`src/hw/timer16_pkg.sv`:
```
package timer16_pkg;

  // ---------------------------------------------------------------------------
  // Register byte offsets on the APB
  // ---------------------------------------------------------------------------
  localparam logic [7:0] COUNT_LOW_OFS    = 8'h00;
  localparam logic [7:0] COUNT_HIGH_OFS   = 8'h04;
  localparam logic [7:0] CAPTURE_LOW_OFS  = 8'h08;
  localparam logic [7:0] CAPTURE_HIGH_OFS = 8'h0C;
  localparam logic [7:0] CONTROL_A_OFS    = 8'h10;
  localparam logic [7:0] CONTROL_B_OFS    = 8'h14;
  localparam logic [7:0] FLAGS_OFS        = 8'h18;
  localparam logic [7:0] IRQ_ENABLE_OFS   = 8'h1C;
  localparam logic [7:0] COMP_CTRL_OFS    = 8'h20;

  // ---------------------------------------------------------------------------
  // Field positions
  // ---------------------------------------------------------------------------
  localparam int CTRL_B_CS_LSB      = 0;   // clock_source_select, 3 bits
  localparam int CTRL_B_WGM_HI_LSB  = 3;   // waveform_mode_select[3:2]
  localparam int CTRL_B_EDGE_BIT    = 6;   // capture_edge_select
  localparam int CTRL_B_FILTER_BIT  = 7;   // capture_filter_enable
  localparam int CTRL_A_WGM_LO_LSB  = 0;   // waveform_mode_select[1:0]
  localparam int FLAG_OVERFLOW_BIT  = 0;
  localparam int FLAG_CAPTURE_BIT   = 1;
  localparam int COMP_CAPTURE_BIT   = 2;   // comparator_capture_select

  // ---------------------------------------------------------------------------
  // Reset values and count constants
  // ---------------------------------------------------------------------------
  localparam logic [15:0] COUNT_RESET   = 16'h0000;
  localparam logic [15:0] COUNT_BOTTOM  = 16'h0000;
  localparam logic [15:0] COUNT_MAX     = 16'hFFFF;
  localparam logic [15:0] TOP_8BIT      = 16'h00FF;
  localparam logic [15:0] TOP_9BIT      = 16'h01FF;
  localparam logic [15:0] TOP_10BIT     = 16'h03FF;
  localparam logic [7:0]  BYTE_RESET    = 8'h00;
  localparam logic [2:0]  CS_STOPPED    = 3'h0;
  localparam logic [2:0]  CS_SYSCLK     = 3'h1;
  localparam int          FILTER_SAMPLES = 4;

  // ---------------------------------------------------------------------------
  // Waveform modes the counter distinguishes
  // ---------------------------------------------------------------------------
  localparam logic [3:0] WGM_NORMAL      = 4'h0;
  localparam logic [3:0] WGM_PC_8BIT     = 4'h1;
  localparam logic [3:0] WGM_PC_9BIT     = 4'h2;
  localparam logic [3:0] WGM_PC_10BIT    = 4'h3;
  localparam logic [3:0] WGM_CTC_A       = 4'h4;
  localparam logic [3:0] WGM_FAST_8BIT   = 4'h5;
  localparam logic [3:0] WGM_FAST_9BIT   = 4'h6;
  localparam logic [3:0] WGM_FAST_10BIT  = 4'h7;
  localparam logic [3:0] WGM_PFC_CAPTURE = 4'h8;
  localparam logic [3:0] WGM_PFC_A       = 4'h9;
  localparam logic [3:0] WGM_PC_CAPTURE  = 4'hA;
  localparam logic [3:0] WGM_PC_A        = 4'hB;
  localparam logic [3:0] WGM_CTC_CAPTURE = 4'hC;
  localparam logic [3:0] WGM_FAST_CAPT   = 4'hE;

endpackage

```
`src/hw/capture_filter.sv`:
```
`timescale 1ns/1ps
`default_nettype none

module capture_filter #(
  parameter int SAMPLES = 4
) (
  input  wire logic pclk,          // System clock
  input  wire logic presetn,       // Async reset, active low
  input  wire logic sample_in,     // Synchronised capture level
  input  wire logic filter_enable, // Four-sample filter on
  input  wire logic edge_select,   // 1 rising, 0 falling
  input  wire logic detect_enable, // Edge detector armed
  output logic      capture_event  // One-cycle capture pulse
);

  logic [SAMPLES-1:0] history_r;
  logic               filtered_r;
  logic               prev_r;
  logic               all_high;
  logic               all_low;
  logic               filtered_nxt;
  logic               rise;
  logic               fall;

  assign all_high     = &history_r;
  assign all_low      = ~|history_r;
  // With the filter on, output only moves once every sample agrees; with it off it follows sample_in
  assign filtered_nxt = !filter_enable ? sample_in :
                        all_high ? 1'b1 : all_low ? 1'b0 : filtered_r;
  assign rise         = filtered_r & ~prev_r;
  assign fall         = ~filtered_r & prev_r;
  assign capture_event = detect_enable & (edge_select ? rise : fall);

  always_ff @(posedge pclk or negedge presetn) begin
    if (!presetn) begin
      history_r  <= '0;
      filtered_r <= 1'b0;
      prev_r     <= 1'b0;
    end else begin
      history_r  <= {history_r[SAMPLES-2:0], sample_in};
      filtered_r <= filtered_nxt;
      prev_r     <= filtered_r;
    end
  end

endmodule // capture_filter

`default_nettype wire

```
`src/hw/timer16_capture.sv`:
```
`timescale 1ns/1ps
`default_nettype none

module timer16_capture #(
  parameter bit HAS_COMPARATOR = 1'b1  // Comparator capture source present
) (
  input  wire logic        pclk,              // System clock, 200 MHz
  input  wire logic        presetn,           // Async reset, active low
  input  wire logic        psel,              // APB select
  input  wire logic        penable,           // APB enable
  input  wire logic        pwrite,            // APB write
  input  wire logic [7:0]  paddr,             // APB byte address
  input  wire logic [31:0] pwdata,            // APB write data
  output logic      [31:0] prdata,            // APB read data
  output logic             pready,            // APB ready
  output logic             pslverr,           // APB error, unmapped address
  input  wire logic        prescale_tick,     // Prescaler tick, same clock
  input  wire logic        capture_pin,       // Capture pad level, async
  input  wire logic        comparator_output, // Comparator level, async
  input  wire logic        overflow_irq_ack,  // Overflow interrupt serviced
  input  wire logic        capture_irq_ack,   // Capture interrupt serviced
  output logic             overflow_irq,      // Overflow interrupt request
  output logic             capture_irq,       // Capture interrupt request
  output logic             at_bottom,         // Count is zero
  output logic             at_max             // Count is all ones
);

  // ---------------------------------------------------------------------------
  // Mode decoding
  // ---------------------------------------------------------------------------
  function automatic logic uses_capture_top(input logic [3:0] mode);
    uses_capture_top = (mode == timer16_pkg::WGM_PFC_CAPTURE) || (mode == timer16_pkg::WGM_PC_CAPTURE) ||
                       (mode == timer16_pkg::WGM_CTC_CAPTURE) || (mode == timer16_pkg::WGM_FAST_CAPT);
  endfunction

  function automatic logic dual_slope(input logic [3:0] mode);
    dual_slope = (mode == timer16_pkg::WGM_PC_8BIT) || (mode == timer16_pkg::WGM_PC_9BIT) ||
                 (mode == timer16_pkg::WGM_PC_10BIT) || (mode == timer16_pkg::WGM_PFC_CAPTURE) ||
                 (mode == timer16_pkg::WGM_PFC_A) || (mode == timer16_pkg::WGM_PC_CAPTURE) ||
                 (mode == timer16_pkg::WGM_PC_A);
  endfunction

  function automatic logic clear_on_match(input logic [3:0] mode);
    clear_on_match = (mode == timer16_pkg::WGM_CTC_A) || (mode == timer16_pkg::WGM_CTC_CAPTURE);
  endfunction

  // Compare units are absent, so modes that take their top from them run to MAX
  function automatic logic [15:0] top_of(input logic [3:0] mode, input logic [15:0] capt);
    if (uses_capture_top(mode)) begin
      top_of = capt;
    end else if (mode == timer16_pkg::WGM_PC_8BIT || mode == timer16_pkg::WGM_FAST_8BIT) begin
      top_of = timer16_pkg::TOP_8BIT;
    end else if (mode == timer16_pkg::WGM_PC_9BIT || mode == timer16_pkg::WGM_FAST_9BIT) begin
      top_of = timer16_pkg::TOP_9BIT;
    end else if (mode == timer16_pkg::WGM_PC_10BIT || mode == timer16_pkg::WGM_FAST_10BIT) begin
      top_of = timer16_pkg::TOP_10BIT;
    end else begin
      top_of = timer16_pkg::COUNT_MAX;
    end
  endfunction

  // ---------------------------------------------------------------------------
  // State
  // ---------------------------------------------------------------------------
  logic [15:0] count_value_r;
  logic [15:0] count_value_nxt;
  logic [15:0] capture_value_r;
  logic [7:0]  hold_byte_r;
  logic        count_down_r;
  logic        count_down_nxt;
  logic [2:0]  clock_source_select_r;
  logic [3:0]  waveform_mode_select_r;
  logic        capture_edge_select_r;
  logic        capture_filter_enable_r;
  logic        comparator_capture_select_r;
  logic        overflow_flag_r;
  logic        capture_flag_r;
  logic        overflow_irq_enable_r;
  logic        capture_irq_enable_r;
  logic        pin_meta_r;
  logic        pin_sync_r;
  logic        comp_meta_r;
  logic        comp_sync_r;
  logic        pready_r;
  logic        pslverr_r;
  logic [31:0] prdata_r;
  logic        overflow_irq_r;
  logic        capture_irq_r;
  logic        at_bottom_r;
  logic        at_max_r;

  // ---------------------------------------------------------------------------
  // APB decode
  // ---------------------------------------------------------------------------
  logic        access_first;
  logic        wr_done;
  logic        rd_take;
  logic        addr_ok;
  logic        sel_cnt_lo;
  logic        sel_cnt_hi;
  logic        sel_cap_lo;
  logic        sel_cap_hi;
  logic        sel_ctrl_a;
  logic        sel_ctrl_b;
  logic        sel_flags;
  logic        sel_irq_en;
  logic        sel_comp;
  logic [7:0]  read_byte;
  logic [7:0]  wbyte;

  // One wait state: ready rises a cycle into the access phase
  assign access_first = psel & penable & ~pready_r;
  assign wr_done      = psel & penable & pready_r & pwrite & ~pslverr_r;
  // Read side effects land on the same edge the data is sampled, keeping the pair atomic
  assign rd_take      = access_first & ~pwrite & addr_ok;
  assign wbyte        = pwdata[7:0];

  assign sel_cnt_lo = (paddr == timer16_pkg::COUNT_LOW_OFS);
  assign sel_cnt_hi = (paddr == timer16_pkg::COUNT_HIGH_OFS);
  assign sel_cap_lo = (paddr == timer16_pkg::CAPTURE_LOW_OFS);
  assign sel_cap_hi = (paddr == timer16_pkg::CAPTURE_HIGH_OFS);
  assign sel_ctrl_a = (paddr == timer16_pkg::CONTROL_A_OFS);
  assign sel_ctrl_b = (paddr == timer16_pkg::CONTROL_B_OFS);
  assign sel_flags  = (paddr == timer16_pkg::FLAGS_OFS);
  assign sel_irq_en = (paddr == timer16_pkg::IRQ_ENABLE_OFS);
  assign sel_comp   = (paddr == timer16_pkg::COMP_CTRL_OFS);
  assign addr_ok    = sel_cnt_lo | sel_cnt_hi | sel_cap_lo | sel_cap_hi | sel_ctrl_a |
                      sel_ctrl_b | sel_flags | sel_irq_en | sel_comp;

  assign read_byte = sel_cnt_lo ? count_value_r[7:0] :
                     (sel_cnt_hi || sel_cap_hi) ? hold_byte_r :
                     sel_cap_lo ? capture_value_r[7:0] :
                     sel_ctrl_a ? {6'b00_0000, waveform_mode_select_r[1:0]} :
                     sel_ctrl_b ? {capture_filter_enable_r, capture_edge_select_r, 1'b0,
                                   waveform_mode_select_r[3:2], clock_source_select_r} :
                     sel_flags  ? {6'b00_0000, capture_flag_r, overflow_flag_r} :
                     sel_irq_en ? {6'b00_0000, capture_irq_enable_r, overflow_irq_enable_r} :
                     sel_comp   ? {5'b0_0000, comparator_capture_select_r, 2'b00} : 8'h00;

  // ---------------------------------------------------------------------------
  // Counter
  // ---------------------------------------------------------------------------
  logic        tick;
  logic [15:0] top_value;
  logic        at_top;
  logic        is_dual;
  logic        count_write;
  logic        overflow_event;

  assign tick        = (clock_source_select_r == timer16_pkg::CS_SYSCLK) ? 1'b1 :
                       (clock_source_select_r == timer16_pkg::CS_STOPPED) ? 1'b0 : prescale_tick;
  assign top_value   = top_of(waveform_mode_select_r, capture_value_r);
  assign at_top      = (count_value_r == top_value);
  assign is_dual     = dual_slope(waveform_mode_select_r);
  assign count_write = wr_done & sel_cnt_lo;

  // Overflow: bottom for dual slope, MAX for clear-on-match, top otherwise
  assign overflow_event = tick & ~count_write &
                          (is_dual ? (count_down_r && count_value_r == timer16_pkg::COUNT_BOTTOM) :
                           clear_on_match(waveform_mode_select_r) ? (count_value_r == timer16_pkg::COUNT_MAX) :
                           at_top);

  always_comb begin
    count_value_nxt = count_value_r;
    count_down_nxt  = count_down_r;
    if (count_write) begin
      count_value_nxt = {hold_byte_r, wbyte};
    end else if (tick) begin
      if (is_dual) begin
        if (!count_down_r && at_top) begin
          count_down_nxt  = 1'b1;
          count_value_nxt = count_value_r - 16'h0001;
        end else if (count_down_r && count_value_r == timer16_pkg::COUNT_BOTTOM) begin
          count_down_nxt  = 1'b0;
          count_value_nxt = count_value_r + 16'h0001;
        end else if (count_down_r) begin
          count_value_nxt = count_value_r - 16'h0001;
        end else begin
          count_value_nxt = count_value_r + 16'h0001;
        end
      end else begin
        count_down_nxt  = 1'b0;
        count_value_nxt = at_top ? timer16_pkg::COUNT_RESET : count_value_r + 16'h0001;
      end
    end
  end

  // ---------------------------------------------------------------------------
  // Capture path
  // ---------------------------------------------------------------------------
  logic capture_source;
  logic capture_event;
  logic capture_armed;
  logic capture_write;

  assign capture_source = (HAS_COMPARATOR && comparator_capture_select_r) ? comp_sync_r : pin_sync_r;
  assign capture_armed  = ~uses_capture_top(waveform_mode_select_r);
  assign capture_write  = wr_done & sel_cap_lo & uses_capture_top(waveform_mode_select_r);

  capture_filter #(
    .SAMPLES (timer16_pkg::FILTER_SAMPLES)
  ) u_filter (
    .pclk          (pclk),
    .presetn       (presetn),
    .sample_in     (capture_source),
    .filter_enable (capture_filter_enable_r),
    .edge_select   (capture_edge_select_r),
    .detect_enable (capture_armed),
    .capture_event (capture_event)
  );

  // ---------------------------------------------------------------------------
  // Synchronisers
  // ---------------------------------------------------------------------------
  always_ff @(posedge pclk or negedge presetn) begin
    if (!presetn) begin
      pin_meta_r  <= 1'b0;
      pin_sync_r  <= 1'b0;
      comp_meta_r <= 1'b0;
      comp_sync_r <= 1'b0;
    end else begin
      pin_meta_r  <= capture_pin;
      pin_sync_r  <= pin_meta_r;
      comp_meta_r <= comparator_output;
      comp_sync_r <= comp_meta_r;
    end
  end

  // ---------------------------------------------------------------------------
  // Count, capture and holding byte
  // ---------------------------------------------------------------------------
  always_ff @(posedge pclk or negedge presetn) begin
    if (!presetn) begin
      count_value_r   <= timer16_pkg::COUNT_RESET;
      count_down_r    <= 1'b0;
      capture_value_r <= timer16_pkg::COUNT_RESET;
      hold_byte_r     <= timer16_pkg::BYTE_RESET;
    end else begin
      count_value_r <= count_value_nxt;
      count_down_r  <= count_down_nxt;
      if (capture_event) begin
        capture_value_r <= count_value_r;
      end else if (capture_write) begin
        capture_value_r <= {hold_byte_r, wbyte};
      end
      // Holding byte only changes on these accesses; otherwise it keeps its value
      if (rd_take && sel_cnt_lo) begin
        hold_byte_r <= count_value_r[15:8];
      end else if (rd_take && sel_cap_lo) begin
        hold_byte_r <= capture_value_r[15:8];
      end else if (wr_done && (sel_cnt_hi || sel_cap_hi)) begin
        hold_byte_r <= wbyte;
      end
    end
  end

  // ---------------------------------------------------------------------------
  // Control and flags
  // ---------------------------------------------------------------------------
  always_ff @(posedge pclk or negedge presetn) begin
    if (!presetn) begin
      clock_source_select_r       <= timer16_pkg::CS_STOPPED;
      waveform_mode_select_r      <= timer16_pkg::WGM_NORMAL;
      capture_edge_select_r       <= 1'b0;
      capture_filter_enable_r     <= 1'b0;
      comparator_capture_select_r <= 1'b0;
      overflow_irq_enable_r       <= 1'b0;
      capture_irq_enable_r        <= 1'b0;
    end else if (wr_done) begin
      if (sel_ctrl_a) begin
        waveform_mode_select_r[1:0] <= wbyte[timer16_pkg::CTRL_A_WGM_LO_LSB +: 2];
      end else if (sel_ctrl_b) begin
        clock_source_select_r       <= wbyte[timer16_pkg::CTRL_B_CS_LSB +: 3];
        waveform_mode_select_r[3:2] <= wbyte[timer16_pkg::CTRL_B_WGM_HI_LSB +: 2];
        capture_edge_select_r       <= wbyte[timer16_pkg::CTRL_B_EDGE_BIT];
        capture_filter_enable_r     <= wbyte[timer16_pkg::CTRL_B_FILTER_BIT];
      end else if (sel_irq_en) begin
        overflow_irq_enable_r <= wbyte[timer16_pkg::FLAG_OVERFLOW_BIT];
        capture_irq_enable_r  <= wbyte[timer16_pkg::FLAG_CAPTURE_BIT];
      end else if (sel_comp) begin
        comparator_capture_select_r <= HAS_COMPARATOR & wbyte[timer16_pkg::COMP_CAPTURE_BIT];
      end
    end
  end

  logic overflow_clear;
  logic capture_clear;

  assign overflow_clear = overflow_irq_ack | (wr_done & sel_flags & wbyte[timer16_pkg::FLAG_OVERFLOW_BIT]);
  assign capture_clear  = capture_irq_ack | (wr_done & sel_flags & wbyte[timer16_pkg::FLAG_CAPTURE_BIT]);

  // A set in the clearing cycle wins, so no event is lost
  always_ff @(posedge pclk or negedge presetn) begin
    if (!presetn) begin
      overflow_flag_r <= 1'b0;
      capture_flag_r  <= 1'b0;
    end else begin
      overflow_flag_r <= overflow_event | (overflow_flag_r & ~overflow_clear);
      capture_flag_r  <= capture_event | (capture_flag_r & ~capture_clear);
    end
  end

  // ---------------------------------------------------------------------------
  // Registered outputs
  // ---------------------------------------------------------------------------
  always_ff @(posedge pclk or negedge presetn) begin
    if (!presetn) begin
      pready_r       <= 1'b0;
      pslverr_r      <= 1'b0;
      prdata_r       <= 32'h0000_0000;
      overflow_irq_r <= 1'b0;
      capture_irq_r  <= 1'b0;
      at_bottom_r    <= 1'b1;
      at_max_r       <= 1'b0;
    end else begin
      pready_r  <= access_first;
      pslverr_r <= access_first & ~addr_ok;
      if (rd_take) begin
        prdata_r <= {24'h00_0000, read_byte};
      end
      // Request follows the flag one cycle later, gated by its enable
      overflow_irq_r <= overflow_flag_r & overflow_irq_enable_r;
      capture_irq_r  <= capture_flag_r & capture_irq_enable_r;
      at_bottom_r    <= (count_value_nxt == timer16_pkg::COUNT_BOTTOM);
      at_max_r       <= (count_value_nxt == timer16_pkg::COUNT_MAX);
    end
  end

  assign prdata       = prdata_r;
  assign pready       = pready_r;
  assign pslverr      = pslverr_r;
  assign overflow_irq = overflow_irq_r;
  assign capture_irq  = capture_irq_r;
  assign at_bottom    = at_bottom_r;
  assign at_max       = at_max_r;

endmodule // timer16_capture

`default_nettype wire

```
`config.mk`:
```
export PLATFORM = sky130hd
export DESIGN_NAME = timer16_capture
export DESIGN_NICKNAME = d
export VERILOG_FILES = /design/src/hw/timer16_pkg.sv /design/src/hw/capture_filter.sv /design/src/hw/timer16_capture.sv
export SDC_FILE = /design/constraint.sdc
export NUM_CORES = 1
export LEC_CHECK = 0
export CAP_MARGIN = 20
export CORE_ASPECT_RATIO = 1.4
export CORE_MARGIN = 3
export CORE_UTILIZATION = 46
export CTS_CLUSTER_SIZE = 24
export DETAILED_ROUTE_END_ITERATION = 7
export DONT_BUFFER_PORTS = 1
export GPL_TIMING_DRIVEN = 0
export HOLD_SLACK_MARGIN = 0.03
export PLACE_DENSITY = 0.72
export SLEW_MARGIN = 20
export SYNTH_ARGS = -nofsm -noshare
export SYNTH_HDL_FRONTEND = slang
export SYNTH_SLANG_ARGS = --single-unit
```
`constraint.sdc`:
```
create_clock -name pclk -period 9.5 [get_ports pclk]
set_clock_uncertainty 0.15 [all_clocks]
set_input_delay 0.95 -clock pclk [delete_from_list [all_inputs] [get_ports pclk]]
set_output_delay 0.95 -clock pclk [all_outputs]
set_load 0.1 [all_outputs]
```
# Yosys cells after proc, flatten, opt, wreduce, memory -nomap -nowiden
# Index checks and enable logic that the tools add are counted.
dict set report totals {
  word_cells 174
  regBits 79
  input_bits 50
  out_inout_bits 38
}
dict set report op_classes {
  reduce_logical 33
  mux 36
  n_bitwise 48
  addsub 2
  n_eq_ne 27
}
# op count
set ops {}
lappend ops {{$mux W16} 13}
lappend ops {{$mux W8} 8}
lappend ops {{$eq A16 B16 Y1 const B} 2}
lappend ops {{$eq A8 B5 Y1 const B} 4}
lappend ops {{$logic_not A16 Y1} 2}
lappend ops {{$eq A4 B4 Y1 const B} 6}
lappend ops {{$and A1 B1 Y1} 23}
lappend ops {{$add A16 B1 Y16 const B} 1}
lappend ops {{$eq A16 B16 Y1} 1}
lappend ops {{$eq A4 B3 Y1 const B} 4}
lappend ops {{$eq A8 B4 Y1 const B} 2}
lappend ops {{$sub A16 B1 Y16 const B} 1}
lappend ops {{$logic_or A1 B1 Y1} 14}
lappend ops {{$not A1 Y1} 13}
lappend ops {{$mux W1} 12}
lappend ops {{$or A1 B1 Y1} 12}
lappend ops {{$mux W3} 3}
lappend ops {{$eq A4 B2 Y1 const B} 2}
lappend ops {{$eq A8 B3 Y1 const B} 1}
lappend ops {{$eq A8 B6 Y1 const B} 1}
lappend ops {{$logic_not A8 Y1} 1}
lappend ops {{$reduce_and A4 Y1} 2}
lappend ops {{$reduce_and A3 Y1} 2}
lappend ops {{$logic_and A1 B1 Y1} 5}
lappend ops {{other kinds (11)} 11}

# Logic depth before layout (Yosys ltp)
dict set report logic_depth {
  depth_word 13
  mapped_depth 16
}

# By module
# From an unflattened synthesis, not the netlist that was laid out.
dict set report unflattened {
  cells_unflattened 693
  area_unflattened_um2 5796.8
}
# module n_inst cells_each seq_area_each_um2 area_each_um2
set by_module_without_submodules {}
lappend by_module_without_submodules {timer16_capture 1 679 1828.0 5592.9}
lappend by_module_without_submodules {capture_filter 1 14 150.1 203.9}

# Worst setup path after synthesis
# OpenSTA, ideal clock, no wires.
dict set report synth_path {
  path_type {input to register}
  start {input paddr[5]}
  end {register at_bottom_r (netlist: at_bottom)}
  setup_slack_ns 5.830
  setup_time_ns 0.097
  t_arrival_ns 3.424
  cell_stages 13
  path_cell_list {nor4_1 -> and2_1 -> clkbuf_1 -> nand2_1 -> clkbuf_1 -> nand3_1 -> nand2_1 -> a211oi_1 -> a21oi_1 -> o21a_1 -> a2111oi_0 -> nand4b_1 -> nor4_1}
}
dict set report synth_between {
  elab_chain_cells 4
}
# item line
set synth_lines {}
lappend synth_lines {{from (decl)} timer16_capture.sv:12} ;# input wire logic [7:0] paddr,
lappend synth_lines {{$logic_not A8 Y1} timer16_capture.sv:118} ;# assign sel_cnt_lo = (paddr == timer16_pkg::COUNT_LOW_OFS);
lappend synth_lines {{$and A1 B1 Y1} timer16_capture.sv:155} ;# assign count_write = wr_done & sel_cnt_lo;
lappend synth_lines {{$mux W16} timer16_capture.sv:166} ;# if (count_write) begin
lappend synth_lines {{net count_value_nxt[15]} timer16_capture.sv:66} ;# logic [15:0] count_value_nxt;
lappend synth_lines {{$logic_not A16 Y1} timer16_capture.sv:324} ;# at_bottom_r <= (count_value_nxt == timer16_pkg::COUNT_BOTTOM);
lappend synth_lines {{to (signal assigned)} timer16_capture.sv:324}
lappend synth_lines {{to (decl)} timer16_capture.sv:89} ;# logic at_bottom_r;
# The timed path passes the listed nets, and every way through them passes these cells.
# A chain may end at the register's enable or synchronous reset.

# Final worst setup path
dict set report layout_path {
  start {input paddr[2]}
  end {register at_max_r (netlist: at_max)}
}
dict set report layout_between {
  elab_chain_cells 4
}
# item line
set layout_lines {}
lappend layout_lines {{$logic_not A8 Y1} timer16_capture.sv:118}
lappend layout_lines {{$and A1 B1 Y1} timer16_capture.sv:155}
lappend layout_lines {{$mux W16} timer16_capture.sv:166}
lappend layout_lines {{net count_value_nxt[9]} timer16_capture.sv:66}
lappend layout_lines {{$eq A16 B16 Y1} timer16_capture.sv:325} ;# at_max_r <= (count_value_nxt == timer16_pkg::COUNT_MAX);
lappend layout_lines {{to (signal assigned)} timer16_capture.sv:325}
lappend layout_lines {{to (decl)} timer16_capture.sv:90} ;# logic at_max_r;
# The timed path passes the listed nets, and every way through them passes these cells.

==> results.cfg <==
[run_status]
outcome = complete, but fails checks
violations = design-rule violations

[yosys]
synthCells = 674
yosysSeqAreaShare_pct = 35.1
synth.most_common_cell = nand2_1
synth_ff_type = dfrtp_1
yosysTopAreaCell = dfrtp_1
synthDistinctLibCells = 74
syn_avg_cell_area_um2 = 8.35
synth_edf_count = 0
synthTopCellsByArea = dfrtp_1 35%, nand2_1 5.5%, o21ai_0 4.7%, mux2i_1 4.6%, nor2_1 3.3%
synth.top_cells.by_count = 83 x nand2_1, 78 x dfrtp_1, 53 x o21ai_0
yosysWarnings = 0
synth_top_area_share_pct = 34.7
synthArstFlopShare_pct = 100
ys_ff_latch = 79
syn_area_um2 = 5630

[routing]
firstDrtPassIters = 8
ant_nets = 0
drtIter0Drc = 550
wire_per_inst_um = 23.9
drt_wl_total_um = 20600
via_count = 5670
via_per_inst = 6.59
drc_errors = 1

[clock_network]
cts_resized = 0
cts_tree = yes
cts_setup_buffers = 0
clock_path_buffers = 2
ctsHoldBuffers = 0
cts_root_buf = clkbuf_16
clock_latency_ps = 340
cts_max_level = 3
clk_pin_slew_ps = 60
cts_sinks = 79
numCtsBuffers = 9

[finish]
area_delta_synth_final_pct = 10.5
finish.instance_area_um2 = 6220
nNetsFinal = 761
diodes = 0
final_layout_size_suffix_gt1_share_pct = 11.5

[worst_setup_path]
reg2reg_slack_ps = 5020
start_kind = input port
r2r-end = at_bottom
end_kind = register
cp.required_ps = 9590
cp_max_fo = 10
crit_type = input port to register
rr_worst_depth = 16
rr_startpoint = count_value_r[1]
worstPathArrival_ps = 4860

[timing]
final-setup-viol-count = 0
tightest_slew_ps = 953
slew_headroom_pct = 36.4
fin_setup_tns_ps = 0
rsz0062_at_grt = no
finalCriticalPeriod_ps = 4770
clock.fmax_mhz = 210
hold_violations = 0
slew_viol_final = 0
period_share_pct = 50.2

[place]
post-dp-hpwl_um = 15500
place_area_um2 = 5900
portBuffers = 0
gp_congestion = 0.997

[floorplan]
initial_core_util_pct = 47.4
die_h_um = 137
top_level_ports = 88
rows = 47
die_area_um2 = 13600
die_w_um = 99.5
coreArea_um2 = 11900

[grt]
grt_max_degree = 80
grt_pass1_wl_um = 30700
grt-ovfl-total = 0
grt_usage_pct = 30.1
antenna_found_initial = 0
grt_pass1_vias = 5433

[pwr]
p_leak_nw = 2.72
ir_drop_mv = 0.137
powerDensity_nw_per_um2 = 133
design_power_total_w = 0.000826

[hold_path]
timing.hold.worst.class = input port to async pin

[flow_run]
max_cap_viol_count = 0
-- power breakdown --
part           internal [W]  total (W)  switching (W)
combinational     0.0000257  0.0000983      0.0000726
sequential         0.000345   0.000358      0.0000132
clock              0.000220   0.000370       0.000150
total              0.000590   0.000826       0.000236
-- placed cells by master, fill, tap and decap left out, types with 10 or more instances in the layout --
master | netlist | routed
a21oi_1 | 32 | 32
and2_1 | 10 | 10
and3_1 | 12 | 12
buf_2 | 11 | 11
buf_4 | 24 | 24
clkbuf_1 | 32 | 32
conb_1 | 1 | 24
dfrtp_1 | 78 | 78
inv_1 | 10 | 10
mux2_2 | 14 | 14
mux2i_1 | 26 | 26
nand2_1 | 83 | 83
nand3_1 | 18 | 18
nor2_1 | 50 | 50
nor3_1 | 22 | 22
o21ai_0 | 53 | 53
o22ai_1 | 10 | 10
or3_1 | 11 | 11
-- state kept, by name, indices dropped and copies added, names as in the netlist, 3 cells and up --
register	flops
count_value_r	16
u_filter.history_r	4
clock_source_select_r	3
hold_byte_r	8
prdata	8
waveform_mode_select_r	4
capture_value_r	16
-- critical path, cell delays in order --
cell	delay, ps
clkbuf_1	180
nor4_1	720
nand2_1	460
nor2_1	240
buf_2	300
buf_1	500
a211oi_1	100
nor4_1	740
o2111ai_1	280
nor4_2	350
-- stage by stage --
stage | setup slack, ps | std cells | hold WS [ps] | util, %
4_1_cts | 4810 | 860 | 146 | 52.3
3_5_place_dp | 4470 | 844 | 192 | 49.7
3_3_place_gp | 4420 | 844 | 186 | 49.7
5_1_grt | 4570 | 860 | 140 | 52.4
2_1_floorplan | 5830 | 697 | 181 | -
6_report | 4730 | 860 | 149 | 52.4
-- how the worst max path moves through the flow --
stage	slack (ps)	startpoint	to	cells past startpoint
final	4730	paddr[2]	at_max	10
after floorplan	5830	paddr[5]	at_bottom	13
after CTS	4810	paddr[2]	at_max	10
after global placement	4420	paddr[2]	at_max	10
after global routing	4570	paddr[2]	at_max	10
after detailed placement	4470	paddr[5]	at_max	9
-- cell families (layout without fill, tap and decap cells) --
group,after synthesis,count (layout),share of synthesized area (%)
AOI/OAI and AO/OA,180,180,21.5
xor gates and xnor gates,15,15,2.33
adders and majority gates,3,3,0.667
buffers and inverters,82,98,7.58
DFF,79,79,35.1
muxes,40,40,7.42
other,1,24,0.0666
and+or+nand+nor,274,274,25.3
-- metal layers --
layer | vias to the layer above | routed length (µm) | track usage, %
met5 | - | 0 | 0
met3 | 112 | 1670 | 5.56
met2 | 355 | 9910 | 50.9
li1 | 2515 | - | -
met4 | 0 | 1690 | 23.2
met1 | 2688 | 7300 | 33.1
-- final cells by class --
cell class                 instances  area, µm²
clock buffer                      11        253
multi-input combinational        536       3320
clock inverter                     5       62.6
tap                              147        184
buffer                            71        385
fill                            1156       5660
sequential                        79       1980
inverter                          11       41.3
Power figures use the tool's default switching activity.
